**config.mk**
```make
export PLATFORM = sky130hd
export DESIGN_NAME = stc_top
export DESIGN_NICKNAME = d
export VERILOG_FILES = /design/src/rtl/stc_pkg.sv /design/src/rtl/stc_filter.sv /design/src/rtl/stc_top.sv
export VERILOG_INCLUDE_DIRS = /design/src /design/src/rtl
export SDC_FILE = /design/constraint.sdc
export NUM_CORES = 1
export LEC_CHECK = 0
export ABC_AREA = 1
export BUFFER_PORTS_ARGS = -buffer_cell sky130_fd_sc_hd__buf_4
export CORE_MARGIN = 8
export CORE_UTILIZATION = 59
export DETAILED_ROUTE_END_ITERATION = 10
export PLACE_DENSITY = 0.81
export REMOVE_ABC_BUFFERS = 1
export SYNTH_ARGS = -nofsm -noshare
export SYNTH_HDL_FRONTEND = slang
export SYNTH_SLANG_ARGS = --single-unit
```
**constraint.sdc**
```tcl
create_clock -name clk -period 2.3 [get_ports clk]
set_input_delay 0.46 -clock clk [delete_from_list [all_inputs] [get_ports clk]]
set_output_delay 0.46 -clock clk [all_outputs]
set_load 0.005 [all_outputs]
```
**src/rtl/stc_consts.svh**
```systemverilog
`ifndef STC_CONSTS_SVH
`define STC_CONSTS_SVH

// clock rate and time figures
`define STC_CLK_KHZ 25000
`define STC_US_PER_MS 1000
`define STC_FILT_US 1000
`define STC_TICK_US 1000

// diagnostic windows in millisecond ticks
`define STC_DISC_MS 16'h000A
`define STC_FBK_MS 16'h0002

// register byte offsets
`define STC_OFS_IRQ_STAT 5'h00
`define STC_OFS_IRQ_MASK 5'h04
`define STC_OFS_STATE 5'h08
`define STC_OFS_STOP_SEQ 5'h0C
`define STC_OFS_BRK_DLY 5'h10
`define STC_OFS_BRK_SPD 5'h14
`define STC_OFS_FLT_CLR 5'h18

// interrupt status bit positions
`define STC_IRQ_ENTER 0
`define STC_IRQ_EXIT 1
`define STC_IRQ_FLT_A 2
`define STC_IRQ_FLT_B 3

// stop sequence field positions
`define STC_SEQ_ALM_LSB 0
`define STC_SEQ_OFF_LSB 4

// reset values
`define STC_RST_MASK 4'h0
`define STC_RST_SEQ 4'h0
`define STC_RST_BRK_DLY 16'h0032
`define STC_RST_BRK_SPD 16'h001E

// alarm codes
`define STC_CODE_NONE 2'h0
`define STC_SAFETY_FAULT_CODE_A 2'h1
`define STC_SAFETY_FAULT_CODE_B 2'h2

`endif

```
**src/rtl/stc_pkg.sv**
```systemverilog
package stc_pkg;

  // drive operating mode seen by this block
  typedef enum logic [1:0] {
    SRV_OFF,
    SRV_ON,
    SAFE_CUT
  } stc_mode_t;

  // three phase gate drive, upper and lower arms
  typedef struct packed {
    logic [2:0] upper;
    logic [2:0] lower;
  } stc_gate_t;

  // state of one safety input filter
  typedef struct packed {
    logic sync1;
    logic sync2;
    logic level;
    logic [14:0] cnt;
  } stc_filt_t;

  // whole state of the top module
  typedef struct packed {
    stc_mode_t mode;
    stc_gate_t gate;
    logic cut;
    logic mon;
    logic ready;
    logic brake;
    logic brk_arm;
    logic [15:0] brk_cnt;
    logic [14:0] tick_cnt;
    logic tick;
    logic [15:0] disc_cnt;
    logic [15:0] fbk_cnt;
    logic fb_s1;
    logic fb_s2;
    logic son_s1;
    logic son_s2;
    logic son_prev;
    logic alarm;
    logic [1:0] code;
    logic [3:0] irq_stat;
    logic [3:0] irq_mask;
    logic [3:0] alm_seq;
    logic [3:0] off_seq;
    logic [3:0] db_mode;
    logic [15:0] brk_dly;
    logic [15:0] brk_spd;
    logic ack;
    logic [31:0] rdata;
  } stc_top_t;

endpackage : stc_pkg

```
**src/rtl/stc_filter.sv**
```systemverilog
`timescale 1ns/100ps
`include "stc_consts.svh"

module stc_filter
  import stc_pkg::*;
#(
  parameter logic [14:0] FILT_CYC = 15'h61A8
) (
  // clock and reset
  input wire logic clk,
  input wire logic arst_n,
  // raw pin, high while the input photocoupler conducts
  input wire logic pin,
  // filtered level, high means channel asserted
  output logic level
);

  stc_filt_t s_q;
  stc_filt_t s_d;

  // sync1 feeds only sync2; the filter looks at sync2 alone
  always_comb begin
    s_d = s_q;
    s_d.sync1 = pin;
    s_d.sync2 = s_q.sync1;
    if (s_q.sync2 == s_q.level) begin
      s_d.cnt = 15'h0000;
    end else if (s_q.cnt == FILT_CYC - 15'h0001) begin
      // held long enough: accept the new level
      s_d.level = s_q.sync2; // RULE9
      s_d.cnt = 15'h0000;
    end else begin
      // any bounce back restarts the window, so diagnostic pulses vanish
      s_d.cnt = s_q.cnt + 15'h0001; // RULE18
    end
  end

  // state register; reset to asserted-off so the drive starts cut
  always_ff @(posedge clk or negedge arst_n) begin
    if (!arst_n) begin
      s_q <= '0;
    end else begin
      s_q <= s_d;
    end
  end

  assign level = s_q.level;

endmodule : stc_filter

```
**src/rtl/stc_top.sv**
```systemverilog
// Summary of operation
// RULE1: either safety channel off puts the drive into safe torque cut, no torque.
// RULE2: channel a off forces all upper arm gate drives inactive on its own.
// RULE3: channel b off forces all lower arm gate drives inactive on its own.
// RULE4: in safe torque cut servo ready drops and the safety display lights.
// RULE5: safety channel off with servo-on inactive means servo-off status.
// RULE6: entering safe torque cut raises no alarm by itself.
// RULE7: diagnostic faults raise an alarm with one of two fault codes.
// RULE8: torque is removed within 5 ms of a valid channel off.
// RULE9: off intervals shorter than 1 ms are filtered out.
// RULE10: the safety equipment holds a genuine off request longer than 5 ms.
// RULE11: monitor output is on only when both channels are off.
// RULE12: monitor output follows the inputs within 6 ms.
// RULE13: the external device checks all four input states against the monitor.
// RULE14: the host keeps servo-on inactive while re-asserting both channels.
// RULE15: both channels back on returns to servo-off with no alarm clear.
// RULE16: brake mode uses alarm sequence in cut, servo-off sequence afterwards.
// RULE17: brake released output drops at delay expiry or low speed, first wins.
// RULE18: filtering and timing use synchronous counters on synchronised inputs.
//
// The implementer's own choices: the Avalon-MM interface to the registers and the address map.
`timescale 1ns/100ps
`include "stc_consts.svh"

module stc_top
  import stc_pkg::*;
#(
  parameter int FILT_CYC = `STC_FILT_US * `STC_CLK_KHZ / `STC_US_PER_MS,
  parameter int TICK_CYC = `STC_TICK_US * `STC_CLK_KHZ / `STC_US_PER_MS
) (
  // clock and reset
  input wire logic clk,
  input wire logic arst_n,
  // safety input pins, high while the photocoupler conducts
  input wire logic safety_input_a,
  input wire logic safety_input_b,
  // monitor output and its readback pin
  output logic ext_monitor_out,
  input wire logic ext_monitor_fb,
  // servo-on pin and drive-side status
  input wire logic servo_on_in,
  input wire logic drive_ready,
  input wire logic [15:0] motor_speed,
  // gate drive path
  input wire stc_gate_t pwm_in,
  output stc_gate_t gate_out,
  // drive status outputs
  output logic safe_torque_cut,
  output logic servo_ready,
  output logic servo_off_stat,
  output logic safety_state_display,
  output stc_mode_t drive_mode,
  output logic brake_release,
  output logic [3:0] dyn_brake_mode,
  output logic alarm,
  output logic [1:0] alarm_code,
  // avalon-mm slave
  input wire logic [4:0] avs_address,
  input wire logic avs_read,
  input wire logic avs_write,
  input wire logic [31:0] avs_writedata,
  input wire logic [3:0] avs_byteenable,
  output logic [31:0] avs_readdata,
  output logic avs_waitrequest,
  // interrupt
  output logic irq
);

  localparam logic [14:0] FILT_W = 15'(FILT_CYC);
  localparam logic [14:0] TICK_W = 15'(TICK_CYC);

  stc_top_t s_q;
  stc_top_t s_d;

  logic a_on;
  logic b_on;
  logic cut_now;
  logic son;
  logic son_rise;
  logic req;
  logic wr_go;
  logic [31:0] wmask;
  logic [31:0] wd;
  logic [3:0] ev;
  logic flt_a;
  logic flt_b;

  // one filter per safety channel
  stc_filter #(
    .FILT_CYC(FILT_W)
  ) u_filt_a (
    .clk(clk),
    .arst_n(arst_n),
    .pin(safety_input_a),
    .level(a_on)
  );

  stc_filter #(
    .FILT_CYC(FILT_W)
  ) u_filt_b (
    .clk(clk),
    .arst_n(arst_n),
    .pin(safety_input_b),
    .level(b_on)
  );

  // decoded conditions shared by the next-state logic
  assign cut_now = ~a_on | ~b_on; // RULE1
  assign son = s_q.son_s2;
  assign son_rise = s_q.son_s2 & ~s_q.son_prev;
  assign req = avs_read | avs_write;
  assign wr_go = avs_write & s_q.ack;
  assign wmask = {{8{avs_byteenable[3]}}, {8{avs_byteenable[2]}},
                  {8{avs_byteenable[1]}}, {8{avs_byteenable[0]}}};
  assign wd = avs_writedata & wmask;
  // a channel mismatch or a dead monitor driver, held over its window
  assign flt_a = (s_q.disc_cnt == `STC_DISC_MS) & ~s_q.alarm;
  assign flt_b = (s_q.fbk_cnt == `STC_FBK_MS) & ~s_q.alarm;

  // next state of the whole block
  always_comb begin
    s_d = s_q;
    ev = 4'h0;

    // pin synchronisers; first stages are read by the second only
    s_d.son_s1 = servo_on_in;
    s_d.son_s2 = s_q.son_s1;
    s_d.son_prev = s_q.son_s2;
    s_d.fb_s1 = ext_monitor_fb;
    s_d.fb_s2 = s_q.fb_s1;

    // millisecond enable for the slow timers
    s_d.tick = 1'b0;
    if (s_q.tick_cnt == TICK_W - 15'h0001) begin
      s_d.tick_cnt = 15'h0000;
      s_d.tick = 1'b1;
    end else begin
      s_d.tick_cnt = s_q.tick_cnt + 15'h0001;
    end

    // operating mode; servo-on must rise again before torque returns
    unique case (s_q.mode)
      SRV_OFF: begin
        if (cut_now) begin
          s_d.mode = SAFE_CUT;
          ev[`STC_IRQ_ENTER] = 1'b1;
        end else if (son_rise && !s_q.alarm) begin
          s_d.mode = SRV_ON;
        end
      end
      SRV_ON: begin
        if (cut_now) begin
          s_d.mode = SAFE_CUT; // RULE1
          s_d.brk_arm = 1'b1;
          s_d.brk_cnt = 16'h0000;
          ev[`STC_IRQ_ENTER] = 1'b1;
        end else if (!son || s_q.alarm) begin
          s_d.mode = SRV_OFF;
        end
      end
      SAFE_CUT: begin
        // waiting for servo-on low keeps a restart from jumping into torque
        if (!cut_now && !son) begin
          s_d.mode = SRV_OFF; // RULE15
          ev[`STC_IRQ_EXIT] = 1'b1;
        end
      end
    endcase

    // gate drive, each arm gated by its own channel and also by the cut from either channel
    s_d.gate.upper = (a_on && s_q.mode == SRV_ON && !cut_now) ? pwm_in.upper : 3'h0; // RULE2
    s_d.gate.lower = (b_on && s_q.mode == SRV_ON && !cut_now) ? pwm_in.lower : 3'h0; // RULE3
    s_d.gate.upper = a_on ? s_d.gate.upper : 3'h0; // RULE8
    s_d.gate.lower = b_on ? s_d.gate.lower : 3'h0; // RULE8
    s_d.cut = cut_now;

    // monitor on only with both channels off
    s_d.mon = ~a_on & ~b_on; // RULE11 RULE12

    // ready drops in cut; cut itself leaves the alarm alone
    s_d.ready = drive_ready & ~cut_now & ~s_q.alarm; // RULE4 RULE6

    // brake release: held while running, dropped at delay or low speed
    if (s_d.mode == SRV_ON) begin
      s_d.brake = 1'b1;
      s_d.brk_arm = 1'b0;
    end else if (s_q.brk_arm) begin
      if (s_q.brk_cnt >= s_q.brk_dly || motor_speed < s_q.brk_spd) begin
        s_d.brake = 1'b0; // RULE17
        s_d.brk_arm = 1'b0;
      end else if (s_q.tick) begin
        s_d.brk_cnt = s_q.brk_cnt + 16'h0001;
      end
    end else if (!s_d.brk_arm) begin
      // on the entry cycle the arm is only just set, so the release holds
      s_d.brake = 1'b0;
    end

    // dynamic brake mode follows the state the drive sits in
    s_d.db_mode = (s_d.mode == SAFE_CUT) ? s_q.alm_seq : s_q.off_seq; // RULE16

    // diagnostic timers, counted in millisecond ticks
    if (a_on == b_on) begin
      s_d.disc_cnt = 16'h0000;
    end else if (s_q.tick && s_q.disc_cnt != `STC_DISC_MS) begin
      s_d.disc_cnt = s_q.disc_cnt + 16'h0001; // RULE18
    end
    if (s_q.fb_s2 == s_q.mon) begin
      s_d.fbk_cnt = 16'h0000;
    end else if (s_q.tick && s_q.fbk_cnt != `STC_FBK_MS) begin
      s_d.fbk_cnt = s_q.fbk_cnt + 16'h0001;
    end

    // alarm clear by software, only once the fault is gone
    if (wr_go && avs_address == `STC_OFS_FLT_CLR && wd[0] &&
        s_q.disc_cnt == 16'h0000 && s_q.fbk_cnt == 16'h0000) begin
      s_d.alarm = 1'b0;
      s_d.code = `STC_CODE_NONE;
    end
    // a fresh fault wins over a clear in the same cycle
    if (flt_a) begin
      s_d.alarm = 1'b1; // RULE7
      s_d.code = `STC_SAFETY_FAULT_CODE_A;
      ev[`STC_IRQ_FLT_A] = 1'b1;
    end else if (flt_b) begin
      s_d.alarm = 1'b1; // RULE7
      s_d.code = `STC_SAFETY_FAULT_CODE_B;
      ev[`STC_IRQ_FLT_B] = 1'b1;
    end

    // bus handshake: one wait cycle, then the access completes
    s_d.ack = req & ~s_q.ack;

    // register writes
    if (wr_go) begin
      unique case (avs_address)
        `STC_OFS_IRQ_STAT: s_d.irq_stat = s_q.irq_stat & ~wd[3:0];
        `STC_OFS_IRQ_MASK: s_d.irq_mask = wd[3:0];
        `STC_OFS_STOP_SEQ: begin
          s_d.alm_seq = wd[`STC_SEQ_ALM_LSB +: 4];
          s_d.off_seq = wd[`STC_SEQ_OFF_LSB +: 4];
        end
        `STC_OFS_BRK_DLY: s_d.brk_dly = wd[15:0];
        `STC_OFS_BRK_SPD: s_d.brk_spd = wd[15:0];
        default: begin
        end
      endcase
    end
    // events set after the clear so a coincident event is kept
    s_d.irq_stat = s_d.irq_stat | ev;

    // register reads, captured in the wait cycle
    if (avs_read && !s_q.ack) begin
      unique case (avs_address)
        `STC_OFS_IRQ_STAT: s_d.rdata = {28'h000_0000, s_q.irq_stat};
        `STC_OFS_IRQ_MASK: s_d.rdata = {28'h000_0000, s_q.irq_mask};
        `STC_OFS_STATE: s_d.rdata = {20'h0_0000, s_q.code, s_q.alarm, s_q.brake,
                                     s_q.ready, s_q.mode, s_q.mon, s_q.cut,
                                     b_on, a_on, son};
        `STC_OFS_STOP_SEQ: s_d.rdata = {24'h00_0000, s_q.off_seq, s_q.alm_seq};
        `STC_OFS_BRK_DLY: s_d.rdata = {16'h0000, s_q.brk_dly};
        `STC_OFS_BRK_SPD: s_d.rdata = {16'h0000, s_q.brk_spd};
        default: s_d.rdata = 32'h0000_0000;
      endcase
    end
  end

  // state register
  always_ff @(posedge clk or negedge arst_n) begin
    if (!arst_n) begin
      s_q <= '0;
      s_q.mode <= SAFE_CUT;
      s_q.cut <= 1'b1;
      s_q.irq_mask <= `STC_RST_MASK;
      s_q.alm_seq <= `STC_RST_SEQ;
      s_q.off_seq <= `STC_RST_SEQ;
      s_q.db_mode <= `STC_RST_SEQ;
      s_q.brk_dly <= `STC_RST_BRK_DLY;
      s_q.brk_spd <= `STC_RST_BRK_SPD;
    end else begin
      s_q <= s_d;
    end
  end

  // outputs, all from registers except the bus handshake
  assign gate_out = s_q.gate;
  assign safe_torque_cut = s_q.cut;
  assign ext_monitor_out = s_q.mon;
  assign servo_ready = s_q.ready;
  assign safety_state_display = (s_q.mode == SAFE_CUT); // RULE4
  assign servo_off_stat = (s_q.mode == SRV_OFF) | ((s_q.mode == SAFE_CUT) & ~son); // RULE5
  assign drive_mode = s_q.mode;
  assign brake_release = s_q.brake;
  assign dyn_brake_mode = s_q.db_mode;
  assign alarm = s_q.alarm;
  assign alarm_code = s_q.code;
  assign avs_readdata = s_q.rdata;
  assign avs_waitrequest = req & ~s_q.ack;
  assign irq = |(s_q.irq_stat & s_q.irq_mask);

endmodule : stc_top

```
==> results of run 1 <==
==> critical path: stages (launching register included) <==
cell	delay (ns)
sky130_fd_sc_hd__dfrtp_1	0.39
sky130_fd_sc_hd__inv_1	0.18
sky130_fd_sc_hd__ha_1	0.30
sky130_fd_sc_hd__inv_1	0.08
sky130_fd_sc_hd__o21bai_1	0.25
sky130_fd_sc_hd__buf_4	0.17
==> routing by layer <==
layer / vias up / global-route usage
li1: 4474 / -
met1: 4302 / 0.299
met2: 272 / 0.365
met3: 50 / 0.0517
met4: 0 / 0.0713
met5: - / 0
==> stage by stage <==
stage,TNS (ns),util,power [mW]
2_1_floorplan,0,-,3.90
3_3_place_gp,0,0.639,4.22
3_5_place_dp,0,0.639,4.25
4_1_cts,0,0.673,7.22
5_1_grt,-0.0140,0.675,7.48
6_report,0,0.675,7.19
==> power by group through the flow <==
stage / Combinational [mW] / Sequential (mW) / Clock, mW
after floorplan: 0.307 / 3.59 / 0
after global placement: 0.601 / 3.62 / 0
after detailed placement: 0.624 / 3.62 / 0
after CTS: 0.632 / 3.56 / 3.03
after global routing: 0.720 / 3.57 / 3.18
final: 0.628 / 3.56 / 3.00
==> synth_stat cells, types with 2 or more instances <==
library cell and n:
sky130_fd_sc_hd__nor2_1 97, sky130_fd_sc_hd__dfstp_2 9, sky130_fd_sc_hd__or2_2 3, sky130_fd_sc_hd__ha_1 46
sky130_fd_sc_hd__xnor2_1 3, sky130_fd_sc_hd__nor3b_1 2, sky130_fd_sc_hd__inv_2 4, sky130_fd_sc_hd__o21ai_2 8
sky130_fd_sc_hd__o21a_1 6, sky130_fd_sc_hd__o31ai_1 5, sky130_fd_sc_hd__nor4_4 3, sky130_fd_sc_hd__nand3_1 76
sky130_fd_sc_hd__o2111ai_1 4, sky130_fd_sc_hd__o211ai_1 2, sky130_fd_sc_hd__nand2_2 8, sky130_fd_sc_hd__dfrtp_1 181
sky130_fd_sc_hd__nor2_2 5, sky130_fd_sc_hd__buf_6 3, sky130_fd_sc_hd__o22ai_1 12, sky130_fd_sc_hd__nand4_1 44
sky130_fd_sc_hd__o21ai_0 103, sky130_fd_sc_hd__nor3_2 4, sky130_fd_sc_hd__nand3_2 3, sky130_fd_sc_hd__xor2_1 28
sky130_fd_sc_hd__inv_1 178, sky130_fd_sc_hd__o21ai_1 4, sky130_fd_sc_hd__clkbuf_1 13, sky130_fd_sc_hd__buf_2 4
sky130_fd_sc_hd__nor3_1 44, sky130_fd_sc_hd__nand3b_1 3, sky130_fd_sc_hd__buf_4 47, sky130_fd_sc_hd__a21oi_1 41
sky130_fd_sc_hd__o21bai_1 3, sky130_fd_sc_hd__nand2_1 311, sky130_fd_sc_hd__buf_1 2, sky130_fd_sc_hd__nor4_1 9
sky130_fd_sc_hd__o221ai_1 5
==> worst min path at each step <==
stage | slack, ns | to | cells after the start | from
CTS | 0.12 | s_d[91] | 1 | ext_monitor_fb
floorplan | 0.16 | alarm | 0 | arst_n
detailed placement | 0.34 | s_q[91] | 0 | s_d[91]
finish | 0.13 | s_d[91] | 1 | ext_monitor_fb
global route | 0.12 | s_d[91] | 1 | ext_monitor_fb
global placement | 0.34 | u_filt_a.s_q[16] | 0 | u_filt_a.s_d[16]
==> kinds of logic after synthesis <==
group / Yosys count
other: 1
adders and majority gates: 46
DFF: 190
muxes: 1
buffers and inverters: 252
xor gates and xnor gates: 31
and+or+nand+nor: 618
AOI/OAI and AO/OA: 196
==> flip-flops by register name (all words and copies together), names as in the netlist, 4 cells and up <==
name            count
gate_out            6
avs_readdata       16
dyn_brake_mode      4
u_filt_b.s_q       16
u_filt_a.s_q       16
s_q               116
==> area by class of cell <==
class,count,area (um2)
Clock inverter,12,134
Inverter,182,683
Tap cell,229,287
Timing Repair Buffer,114,890
Clock buffer,20,467
Fill cell,1456,5820
Sequential cell,190,4770
Multi-Input combinational cell,908,4850
==> repair_timing <==
action,CTS,global route
hold endpoints to repair,15,0
setup endpoints to repair,0,13
hold buffers,1,0
resized for setup,0,4
==> flow_results.org, run 1 <==
** Clock tree
- At the later pin of the worst-skew pair, clock insertion delay measures between 0.4 and 0.5 ns.
- Post-CTS setup repair buffer count :: 0
- CTS root buffer :: sky130_fd_sc_hd__clkbuf_16
- After clock tree synthesis, the clock-pin slew on the worst setup and hold paths is around 0.070 ns.
- CTS tree :: done
- Buffer depth of the longest clock path :: 2
- CTS HTree Levels :: 4
- The clock net in this run drives a total of 190 sinks.
- Clock tree synthesis inserted a total of 17 buffers.

** Worst setup path
- Critical path fanouts, max :: 4
- In this run the worst setup path begins at drive_mode[0].
- Critical Setup Path Class :: register to output port
- Startpoint type of the worst setup path :: register
- The worst register-to-register path ends at brake_release.
- The startpoint identified for the worst register-to-register timing path is s_q[36].
- At the worst endpoint, the required time is about 1.8 ns.
- Worst R2R Setup Slack :: approximately 0.080 ns
- The worst register-to-register path has a depth of 12.
- Worst Setup End Kind :: output port
- Worst setup path end :: servo_off_stat
- Data arrives at the worst endpoint at 1.80 ns.

** Finish
- For this run, the post-layout net count is 1531.
- Inserted Diodes :: 0
- Post-route cell area :: about 0.012 mm2
- Layout overhead on the synthesized area :: 12.9%
- After the flow finishes, the layout carries non-filler instances totaling 1655.
- Of the cells placed in the final design, the portion with a size suffix greater than 1 is 0.140.
- The library cell used most frequently in the layout, excluding fill and tap cells, is sky130_fd_sc_hd__nand2_1.
- Most used cells in the layout excluding fill and tap cells :: sky130_fd_sc_hd__nand2_1, sky130_fd_sc_hd__dfrtp_1, sky130_fd_sc_hd__inv_1, sky130_fd_sc_hd__buf_4, sky130_fd_sc_hd__o21ai_0

** Die
- Area of the core :: 0.0179 mm2
- The initial utilization of the core area, before any placement, comes to 0.597.
- Measured along the x axis, the die boundary spans between 150 and 200 um.
- Total die area :: 0.0227 mm2
- FP Rows :: between 40 and 50
- In this run the count of I/O pins placed on the die edge is ~130.
- The floorplan step set the die height to 151 um.

** Logic synthesis
- The Yosys step of the flow raised 0 warnings.
- Part of the Yosys area used for sequential elements :: 0.446
- Number of distinct library cell variants in the gate-level netlist after synthesis :: 49
- Adder and majority cell fraction of the synthesized area :: 0.0538
- Area of the mapped netlist :: 0.0107 mm2
- Of the post-synthesis cell area, the part taken by muxes is 0.00105.
- Area fraction in compound gates after synthesis :: 0.104
- Counting every instance in the synthesized netlist gives between 1000 and 1500.
- Summed over all instances, the cell type with the most area after synthesis is sky130_fd_sc_hd__dfrtp_1.
- Among all flip-flop cells after synthesis, the most frequent one is sky130_fd_sc_hd__dfrtp_1.
- Of the total synthesized cell area, the portion taken by AND, OR, NAND and NOR gates is 0.262.
- Syn Area/Cell :: between 8 and 9 um2
- Yosys top cell area share :: 0.423
- Counting flops and latches in the post-synthesis netlist gives 190.
- Count of flip-flops with a built-in enable after synthesis :: 0
- Sorting the synthesized cells by area gives the leading types as sky130_fd_sc_hd__dfrtp_1, sky130_fd_sc_hd__nand2_1, sky130_fd_sc_hd__inv_1, sky130_fd_sc_hd__ha_1, sky130_fd_sc_hd__o21ai_0.
- FFs w/ async S/R, synth :: 1.00
- Largest family of logic cells by synthesized area :: simple AND/OR/NAND/NOR gates
- Post-synthesis xor/xnor area fraction :: 0.0254

** Route
- Average wire per standard cell :: 15.2 um
- Post-detailed-routing wire length :: 25100 um
- Via count normalized by instance count :: 5.50
- Antenna-violating nets left :: 0
- DRC viols :: 0
- The detailed router placed ~9000 vias in this run.
- After detailed routing, the met2 layer carries 11700 um of wire.
- Drt first pass iters :: 5
- After the first detailed-routing iteration, the DRC count stood at 643.
- The highest layer touched by signal routing is met4.
- In the final routing, the length of wire on met1 measures ~11000 um.
- Met3 Wirelength :: 1860 um

** Timing
- Post-layout min period :: 2.26 ns
- Setup repair after global routing could not meet its margin everywhere.
- Based on the critical path, the design can be clocked at up to 442 MHz.
- PnR worst setup slack :: approximately 0.039 ns
- The number of hold violations in the final report is 0.
- At the pin with the least slew margin, the transition time is 0.632 ns.
- Measured against its own limit, the worst slew margin works out to 0.578.
- The max-slew violation count came to 0.
- Hold timing on the final database bottoms out at a slack of 0.131 ns.
- Final worst clock skew :: 0.00846 ns
- Period utilisation layout :: 0.983
- Endpoints failing setup :: 0

** Pwr
- Switching fraction of total power :: 0.247
- In this run the power density over the cells is 595 mW/mm2.
- Net switching power of the design :: about 1.8 mW
- Sequential group share of total power :: 0.496
- In this run the static leakage power is approximately 5.7 nW.
- Internal power of the cells :: 5.41 mW
- Clk network pwr share :: 0.417
- IR Drop Worst-Case VDD :: ~540 uV
- Portion of total power attributed to combinational logic :: 0.087

** Outcome
- Outcome :: complete, no violations

** Place
- The HPWL after detailed placement is between 15000 and 20000 um.
- PortBufs :: 92
- Total instance count after detailed placement :: 1622
- Once placement finished, the instance area stood at 0.0114 mm2.
- Prior to clock tree synthesis, the placed netlist has a worst setup slack of 0.0549 ns.
- At the end of routability-driven placement, the weighted congestion stood at 0.922.

** GRT
- The initial antenna violation count is 0.
- Entering global routing, the biggest net connects 52 pins.
- First-pass GRT wire length :: 41800 um
- In the global route stage, overall resource usage came out at 0.227.
- Global routing finished with a remaining overflow of 0.
- Via count of the first global-routing pass :: about 9000

** Flow run
- Max-cap violations in this run came to 0.

** Hold path
- Worst Hold Class :: input port to register
Power figures use the tool's default switching activity.
==> run 2, diff against run 1 <==
==> constraint.sdc (replaced) <==
create_clock -name clk -period 2.3 [get_ports clk]
set_input_delay 0.115 -clock clk [delete_from_list [all_inputs] [get_ports clk]]
set_output_delay 0.115 -clock clk [all_outputs]
set_load 0.005 [all_outputs]
==> flow_results.org, run 2 (same netlist as run 1, synthesis figures left out) <==
** Outcome
- The run finished with clean final reports.

** Finish
- Fillers :: 1412
- Number of flip-flops under the largest register name :: between 100 and 150
- s_q holds more flip-flops than any other register.
- The library cells used most frequently in the layout, excluding fill and tap cells, are sky130_fd_sc_hd__nand2_1, sky130_fd_sc_hd__dfrtp_1, sky130_fd_sc_hd__inv_1, sky130_fd_sc_hd__buf_4, sky130_fd_sc_hd__o21ai_0.
- Leaving out filler cells and counting taps, the final layout contains between 1500 and 2000.
- Layout overhead on the synthesized area :: 14.8%
- Leaving out fill and tap cells, the most frequent cell in the layout is sky130_fd_sc_hd__nand2_1.
- NumNets Final :: ~1600
- Fraction of layout instances using a drive strength above 1 :: 0.133
- Measured on the finished design, the core utilization comes to 0.686.
- Inserted Diodes :: 0

** Route
- Average wire per standard cell :: 15.5 um
- Via count normalized by instance count :: 5.53
- Routed vias :: 9260
- Once detail routing completed, the nets flagged for antenna violations numbered 0.
- The first detailed-routing pass took 6 iterations.
- 1st-iter DRT viols :: 660
- DRC viols :: 0
- The routed design has roughly 26000 um of wire.

** Flow run
- Reported max-cap violation count :: 0

** Pwr
- For this design the static power due to leakage is 5.76 nW.
- Power density over the cells :: around 600 mW/mm2
- IR Drop Worst-Case VDD :: 576 uV
- Design Power :: 7.33 mW

** Timing
- Final number of max-transition violations :: 0
- The tightest hold path in the finished design has a slack of 0.00969 ns.
- For the finished layout, the period the worst path requires is 2.22 ns.
- Max frequency :: 451 MHz
- Tightest slew margin relative to the limit :: 0.569
- Final worst clock skew :: 0.0117 ns
- Period utilisation layout :: 0.965
- Count of endpoints failing hold in the final timing report :: 0
- Setup repair after global routing could not meet its margin everywhere.
- Final-layout setup total negative slack :: 0 ns
- Setup violations remaining at the end of the flow were counted as 0.
- Transition at the pin with the smallest max-transition slack :: 0.646 ns

** Worst setup path
- The worst setup path is launched from a register.
- Data arrives at the worst endpoint at 2.55 ns.
- Data required, critical path :: 2.63 ns
- In this run the worst path has a maximum fanout of 19.
- Worst Setup End Kind :: register
- By startpoint and endpoint, the worst setup path is classified as register to register.

** Die
- Area of the core :: 0.0179 mm2
- Total die area :: roughly 0.023 mm2
- The die is 151 um wide.
- Initial Util :: 0.597
- Row generation in the floorplan step produced 49 rows.
- Height of the chip :: between 150 and 200 um
- During I/O placement, the number of pins put on the boundary was 127.

** GRT
- The first global-routing pass estimated 42600 um of wire.
- The number of global-route vias before repair is approximately 8900.
- The initial antenna violation count is 0.
- For this run, the total global-route usage over all layers was measured as 0.236.
- Remaining Overflow, GRT :: 0
- Largest net degree at the start of global routing :: 56

** Clock tree
- At the later pin of the worst-skew pair, clock insertion delay measures between 0.4 and 0.5 ns.
- Counting every sink on the clock net gives 190.
- CTS placed an instance of sky130_fd_sc_hd__clkbuf_16 at the clock tree root.
- Cts bufs inserted :: 17
- After clock tree synthesis, the clock-pin slew on the worst setup and hold paths is 0.07 ns.
- The clock tree synthesis step divided the H-tree into 4 levels.
- Post-CTS timing repair inserted 0 buffers for setup.
- Buffer depth of the longest clock path :: 2
- TritonCTS built the clock tree.

** Hold path
- Worst Hold Class :: input port to register

** Place
- PortBufs :: 92
- DP HPWL :: 19000 um
- After detailed placement, the design holds a cell count of approximately 1600.
- At the end of routability-driven placement, the weighted congestion stood at 0.902.
run 2: cell type report:
class / instances / area, um2 / share of cell area
Tap cell: 229 / 287 / 0.0233
Inverter: 182 / 683 / 0.0557
Multi-Input combinational cell: 908 / 4830 / 0.394
Clock inverter: 9 / 133 / 0.0108
Timing Repair Buffer: 133 / 1090 / 0.0888
Sequential cell: 190 / 4770 / 0.388
Clock buffer: 22 / 484 / 0.0394
run 2: what timing repair did:
| action | in CTS | in global routing |
|---|---|---|
| resized for setup | 0 | 1 |
| hold buffers | 24 | 0 |
| endpoints found under the hold margin | 80 | 0 |
| endpoints found under the setup margin | 0 | 8 |
run 2: stage by stage:
step / worst slack (ns) / instance area, um2
after floorplan: 0.324 / 10300
after detailed placement: 0.0779 / 11400
after CTS: 0.0499 / 12300
after global routing: -0.0201 / 12300
final: 0.0803 / 12300
after global placement: 0.171 / 11400
run 2: worst max-delay path: stages, from the launching register on:
cell and delay (ns):
sky130_fd_sc_hd__dfstp_2 0.57, sky130_fd_sc_hd__inv_1 0.09, sky130_fd_sc_hd__ha_1 0.36, sky130_fd_sc_hd__nand2_1 0.07, sky130_fd_sc_hd__nand2_1 0.06, sky130_fd_sc_hd__nand2_1 0.07, sky130_fd_sc_hd__a21oi_2 0.15, sky130_fd_sc_hd__nand4_2 0.13
sky130_fd_sc_hd__nand2_2 0.11, sky130_fd_sc_hd__nor2_4 0.06, sky130_fd_sc_hd__nand2_4 0.21, sky130_fd_sc_hd__nand2_1 0.10, sky130_fd_sc_hd__nand2_1 0.07, sky130_fd_sc_hd__nand2_1 0.05
run 2: layer usage:
layer,global-route usage,vias to the layer above,wire (um)
li1,-,4505,-
met1,0.301,4364,11000
met2,0.377,322,12200
met3,0.0583,69,2000
met4,0.101,0,855
met5,0,-,0
run 2: worst paths after layout:
path                       cells after the start  slack (ns)               from                to
max                                           13        0.08      drive_mode[1]     brake_release
max in group asynchronous                      3        1.35             arst_n           s_q[34]
min                                            3        0.01  avs_byteenable[1]           s_q[48]
min reg2reg                                    0        0.35   u_filt_a.s_d[16]  u_filt_a.s_q[16]
max reg2reg                                   13        0.08      drive_mode[1]     brake_release
min in group asynchronous                      2        0.19             arst_n          s_q[117]
run 2: power by group:
part           internal, mW  total [mW]  switching [mW]
clock network          1.82        3.10            1.27
logic                 0.278       0.671           0.392
registers              3.47        3.57          0.0989
total                  5.57        7.33            1.77
==> run 3, diff against run 2 <==
--- a/config.mk
+++ b/config.mk
@@ -7,11 +7,13 @@
 export NUM_CORES = 1
 export LEC_CHECK = 0
 export ABC_AREA = 1
-export BUFFER_PORTS_ARGS = -buffer_cell sky130_fd_sc_hd__buf_4
+export BUFFER_PORTS_ARGS = -buffer_cell sky130_fd_sc_hd__buf_2
+export CELL_PAD_IN_SITES_DETAIL_PLACEMENT = 1
+export CELL_PAD_IN_SITES_GLOBAL_PLACEMENT = 1
 export CORE_MARGIN = 8
-export CORE_UTILIZATION = 59
+export CORE_UTILIZATION = 44
 export DETAILED_ROUTE_END_ITERATION = 10
-export PLACE_DENSITY = 0.81
+export PLACE_DENSITY_LB_ADDON = 0.1
 export REMOVE_ABC_BUFFERS = 1
 export SYNTH_ARGS = -nofsm -noshare
 export SYNTH_HDL_FRONTEND = slang
==> flow_results.org, run 3 (same netlist as run 1, synthesis figures left out) <==
** Place
- DP HPWL :: 22500 um
- In this run, placement finished with an instance count of roughly 1700.
- Input and output buffers added on the ports amount to 92.
- Worst Setup Slack post-DPL :: 0.0657 ns
- At the end of routability-driven placement, the weighted congestion stood at about 0.84.

** Clock tree
- Clock latency of the later-clocked register in the worst-skew pair :: 0.44 ns
- The number of clock buffers added by TritonCTS is 17.
- CTS root buffer :: sky130_fd_sc_hd__clkbuf_16
- After clock tree synthesis, the clock-pin slew on the worst setup and hold paths is roughly 0.080 ns.
- CTS HTree Levels :: 4
- Buffer depth of the longest clock path :: 2
- Clock Sinks :: 190
- CTS tree :: done

** Finish
- Fraction of layout instances using a drive strength above 1 :: 0.140
- Most flops, register :: s_q
- Leaving out fill and tap cells, the most frequent cell in the layout is sky130_fd_sc_hd__nand2_1.
- NumNets Final :: about 1600
- Number of flip-flops under the largest register name :: 116
- Layout overhead on the synthesized area :: 13.8%
- Fillers :: 2965
- Most used cells in the layout excluding fill and tap cells :: sky130_fd_sc_hd__nand2_1, sky130_fd_sc_hd__dfrtp_1, sky130_fd_sc_hd__inv_1, sky130_fd_sc_hd__o21ai_0, sky130_fd_sc_hd__nor2_1
- Filler-free cell count of the finished design :: approximately 1800

** Flow run
- The tool flagged a number of max-cap violations equal to 0.

** Die
- The die is ~170 um wide.
- Number of top-level design ports :: 127
- The core region is 0.0241 mm2.
- Row generation in the floorplan step produced 57 rows.
- For this configuration, the core starts out at a cell density of 0.444.
- Total die area :: approximately 0.030 mm2
- Measured along the y axis, the die boundary spans 172 um.

** Worst setup path
- For the worst setup path, the data arrival time is around 2.5 ns.
- Crit-path max cell delay :: around 0.57 ns
- Startpoint type of the worst setup path :: register
- Count of buffer and inverter cells on the critical path :: 2
- Critical Setup Path Class :: register to register
- Tracing the worst setup path back leads to its startpoint at drive_mode[1].
- Startpoint of the lowest-slack register-to-register path :: drive_mode[1]
- Critical-path cell list :: inv_1, ha_1, nand3_1, nand3_2, nand4_2, nand2_2, nor2_4, nand2_8, buf_4, o21ai_2
- Data required, critical path :: 2.66 ns
- For this design, the slowest cell found on the critical path is sky130_fd_sc_hd__dfstp_2.
- Broken down by cell family, the worst path's largest delay share belongs to simple AND/OR/NAND/NOR gates.
- Critical path fanouts, max :: 19
- The worst setup path is captured at a register.

** Route
- After detailed routing, the average wire length per cell comes to around 17 um.
- Via count normalized by instance count :: 5.19
- Routed signal wires occupy layers up through met4.
- The final layout contains routed wiring with a total length of 30300 um.
- 1st-iter DRT viols :: 526
- The routed design uses 14600 um of met2 wire.
- Antenna-violating nets left :: 0
- Drt first pass iters :: 5
- In the final routing, the length of wire on met1 measures 14000 um.
- Summed over all nets, wire length on met3 after detailed routing comes to about 1200 um.
- In the routed design, unresolved DRC markers number 0.
- Routed vias :: 9226

** Timing
- Count of endpoints failing hold in the final timing report :: 0
- PnR worst setup slack :: 0.163 ns
- Hold is met by 0.0211 ns.
- Final number of max-transition violations :: 0
- Of the available clock period, the critical path in the final layout requires 0.929.
- Tightest slew margin relative to the limit :: 0.513
- Max frequency :: 468 MHz
- Between clock sinks in the finished design, the worst skew comes to 0.0140 ns.
- For the pin with the worst max-slew slack, the measured transition is 0.729 ns.
- Post-layout min period :: 2.14 ns
- Setup violations remaining at the end of the flow were counted as 0.
- Final-layout setup total negative slack :: 0 ns

** GRT
- Number of antenna violations at the first check in global routing :: 0
- First-pass GRT wire length :: 50100 um
- Remaining Overflow, GRT :: 0
- Combined global-route utilization of all metal layers :: 0.213
- The number of global-route vias before repair was 9744.
- Largest net degree at the start of global routing :: 70

** Outcome
- Outcome :: complete, no violations

** Pwr
- The analysis attributes to cell leakage a power of 5.70 nW.
- For this design the ratio of total power to cell area is about 580 mW/mm2.
- VDD sags by at most 404 uV.
- After layout, the design draws a total of about 7.1 mW.

** Hold path
- In this run the most critical hold path is launched from avs_writedata[4].
- The worst hold path belongs to the class input port to register.
## run 3: cell type report
class	count	area [um2]	area share
multi-input cells	908	4860	0.399
diodes	1	2.50	0.000206
clock inverters	13	129	0.0106
inverters	182	683	0.0561
repair buffers	140	897	0.0737
clock buffers	19	433	0.0356
well taps	324	405	0.0333
flip-flops and latches	190	4770	0.392
## run 3: path summary, 6_finish.rpt
path | endpoint | slack, ns | cells after the start
worst min-delay path | s_q[37] | 0.02 | 3
min in group asynchronous | s_q[105] | 0.25 | 2
worst max-delay path | s_q[145] | 0.16 | 10
worst min register to register | u_filt_a.s_q[16] | 0.35 | 0
max in group asynchronous | s_q[37] | 1.21 | 3
worst max register to register | s_q[145] | 0.16 | 10
## run 3: tightest hold or removal path: cells and delay by family
kind	cells	cell delay, ns
compound gates	1	0.12
buf+inv	1	0.10
simple gates	1	0.12
## run 3: through the flow
stage | util | cell area [um2]
after global placement | 0.470 | 11300
after detailed placement | 0.470 | 11300
final | 0.505 | 12200
after global routing | 0.505 | 12200
after floorplan | - | 10300
after CTS | 0.503 | 12100
## run 3: metal layers
layer	up-vias	track usage
li1	4521	-
met1	4519	0.277
met2	154	0.359
met3	32	0.0384
met4	0	0.0596
met5	-	0
## run 3: power by group
part | leakage [nW] | switching [mW] | total, mW | internal [mW]
Clock | 0.263 | 1.39 | 2.91 | 1.52
Combinational | 2.92 | 0.406 | 0.637 | 0.231
Sequential | 2.52 | 0.0983 | 3.56 | 3.46
## run 3: repair_timing
item | CTS | global route
endpoints found under the setup margin | 0 | 18
endpoints found under the hold margin | 84 | 0
gates resized for setup | 0 | 5
hold buffers | 22 | 0
buffers inserted | 0 | 3
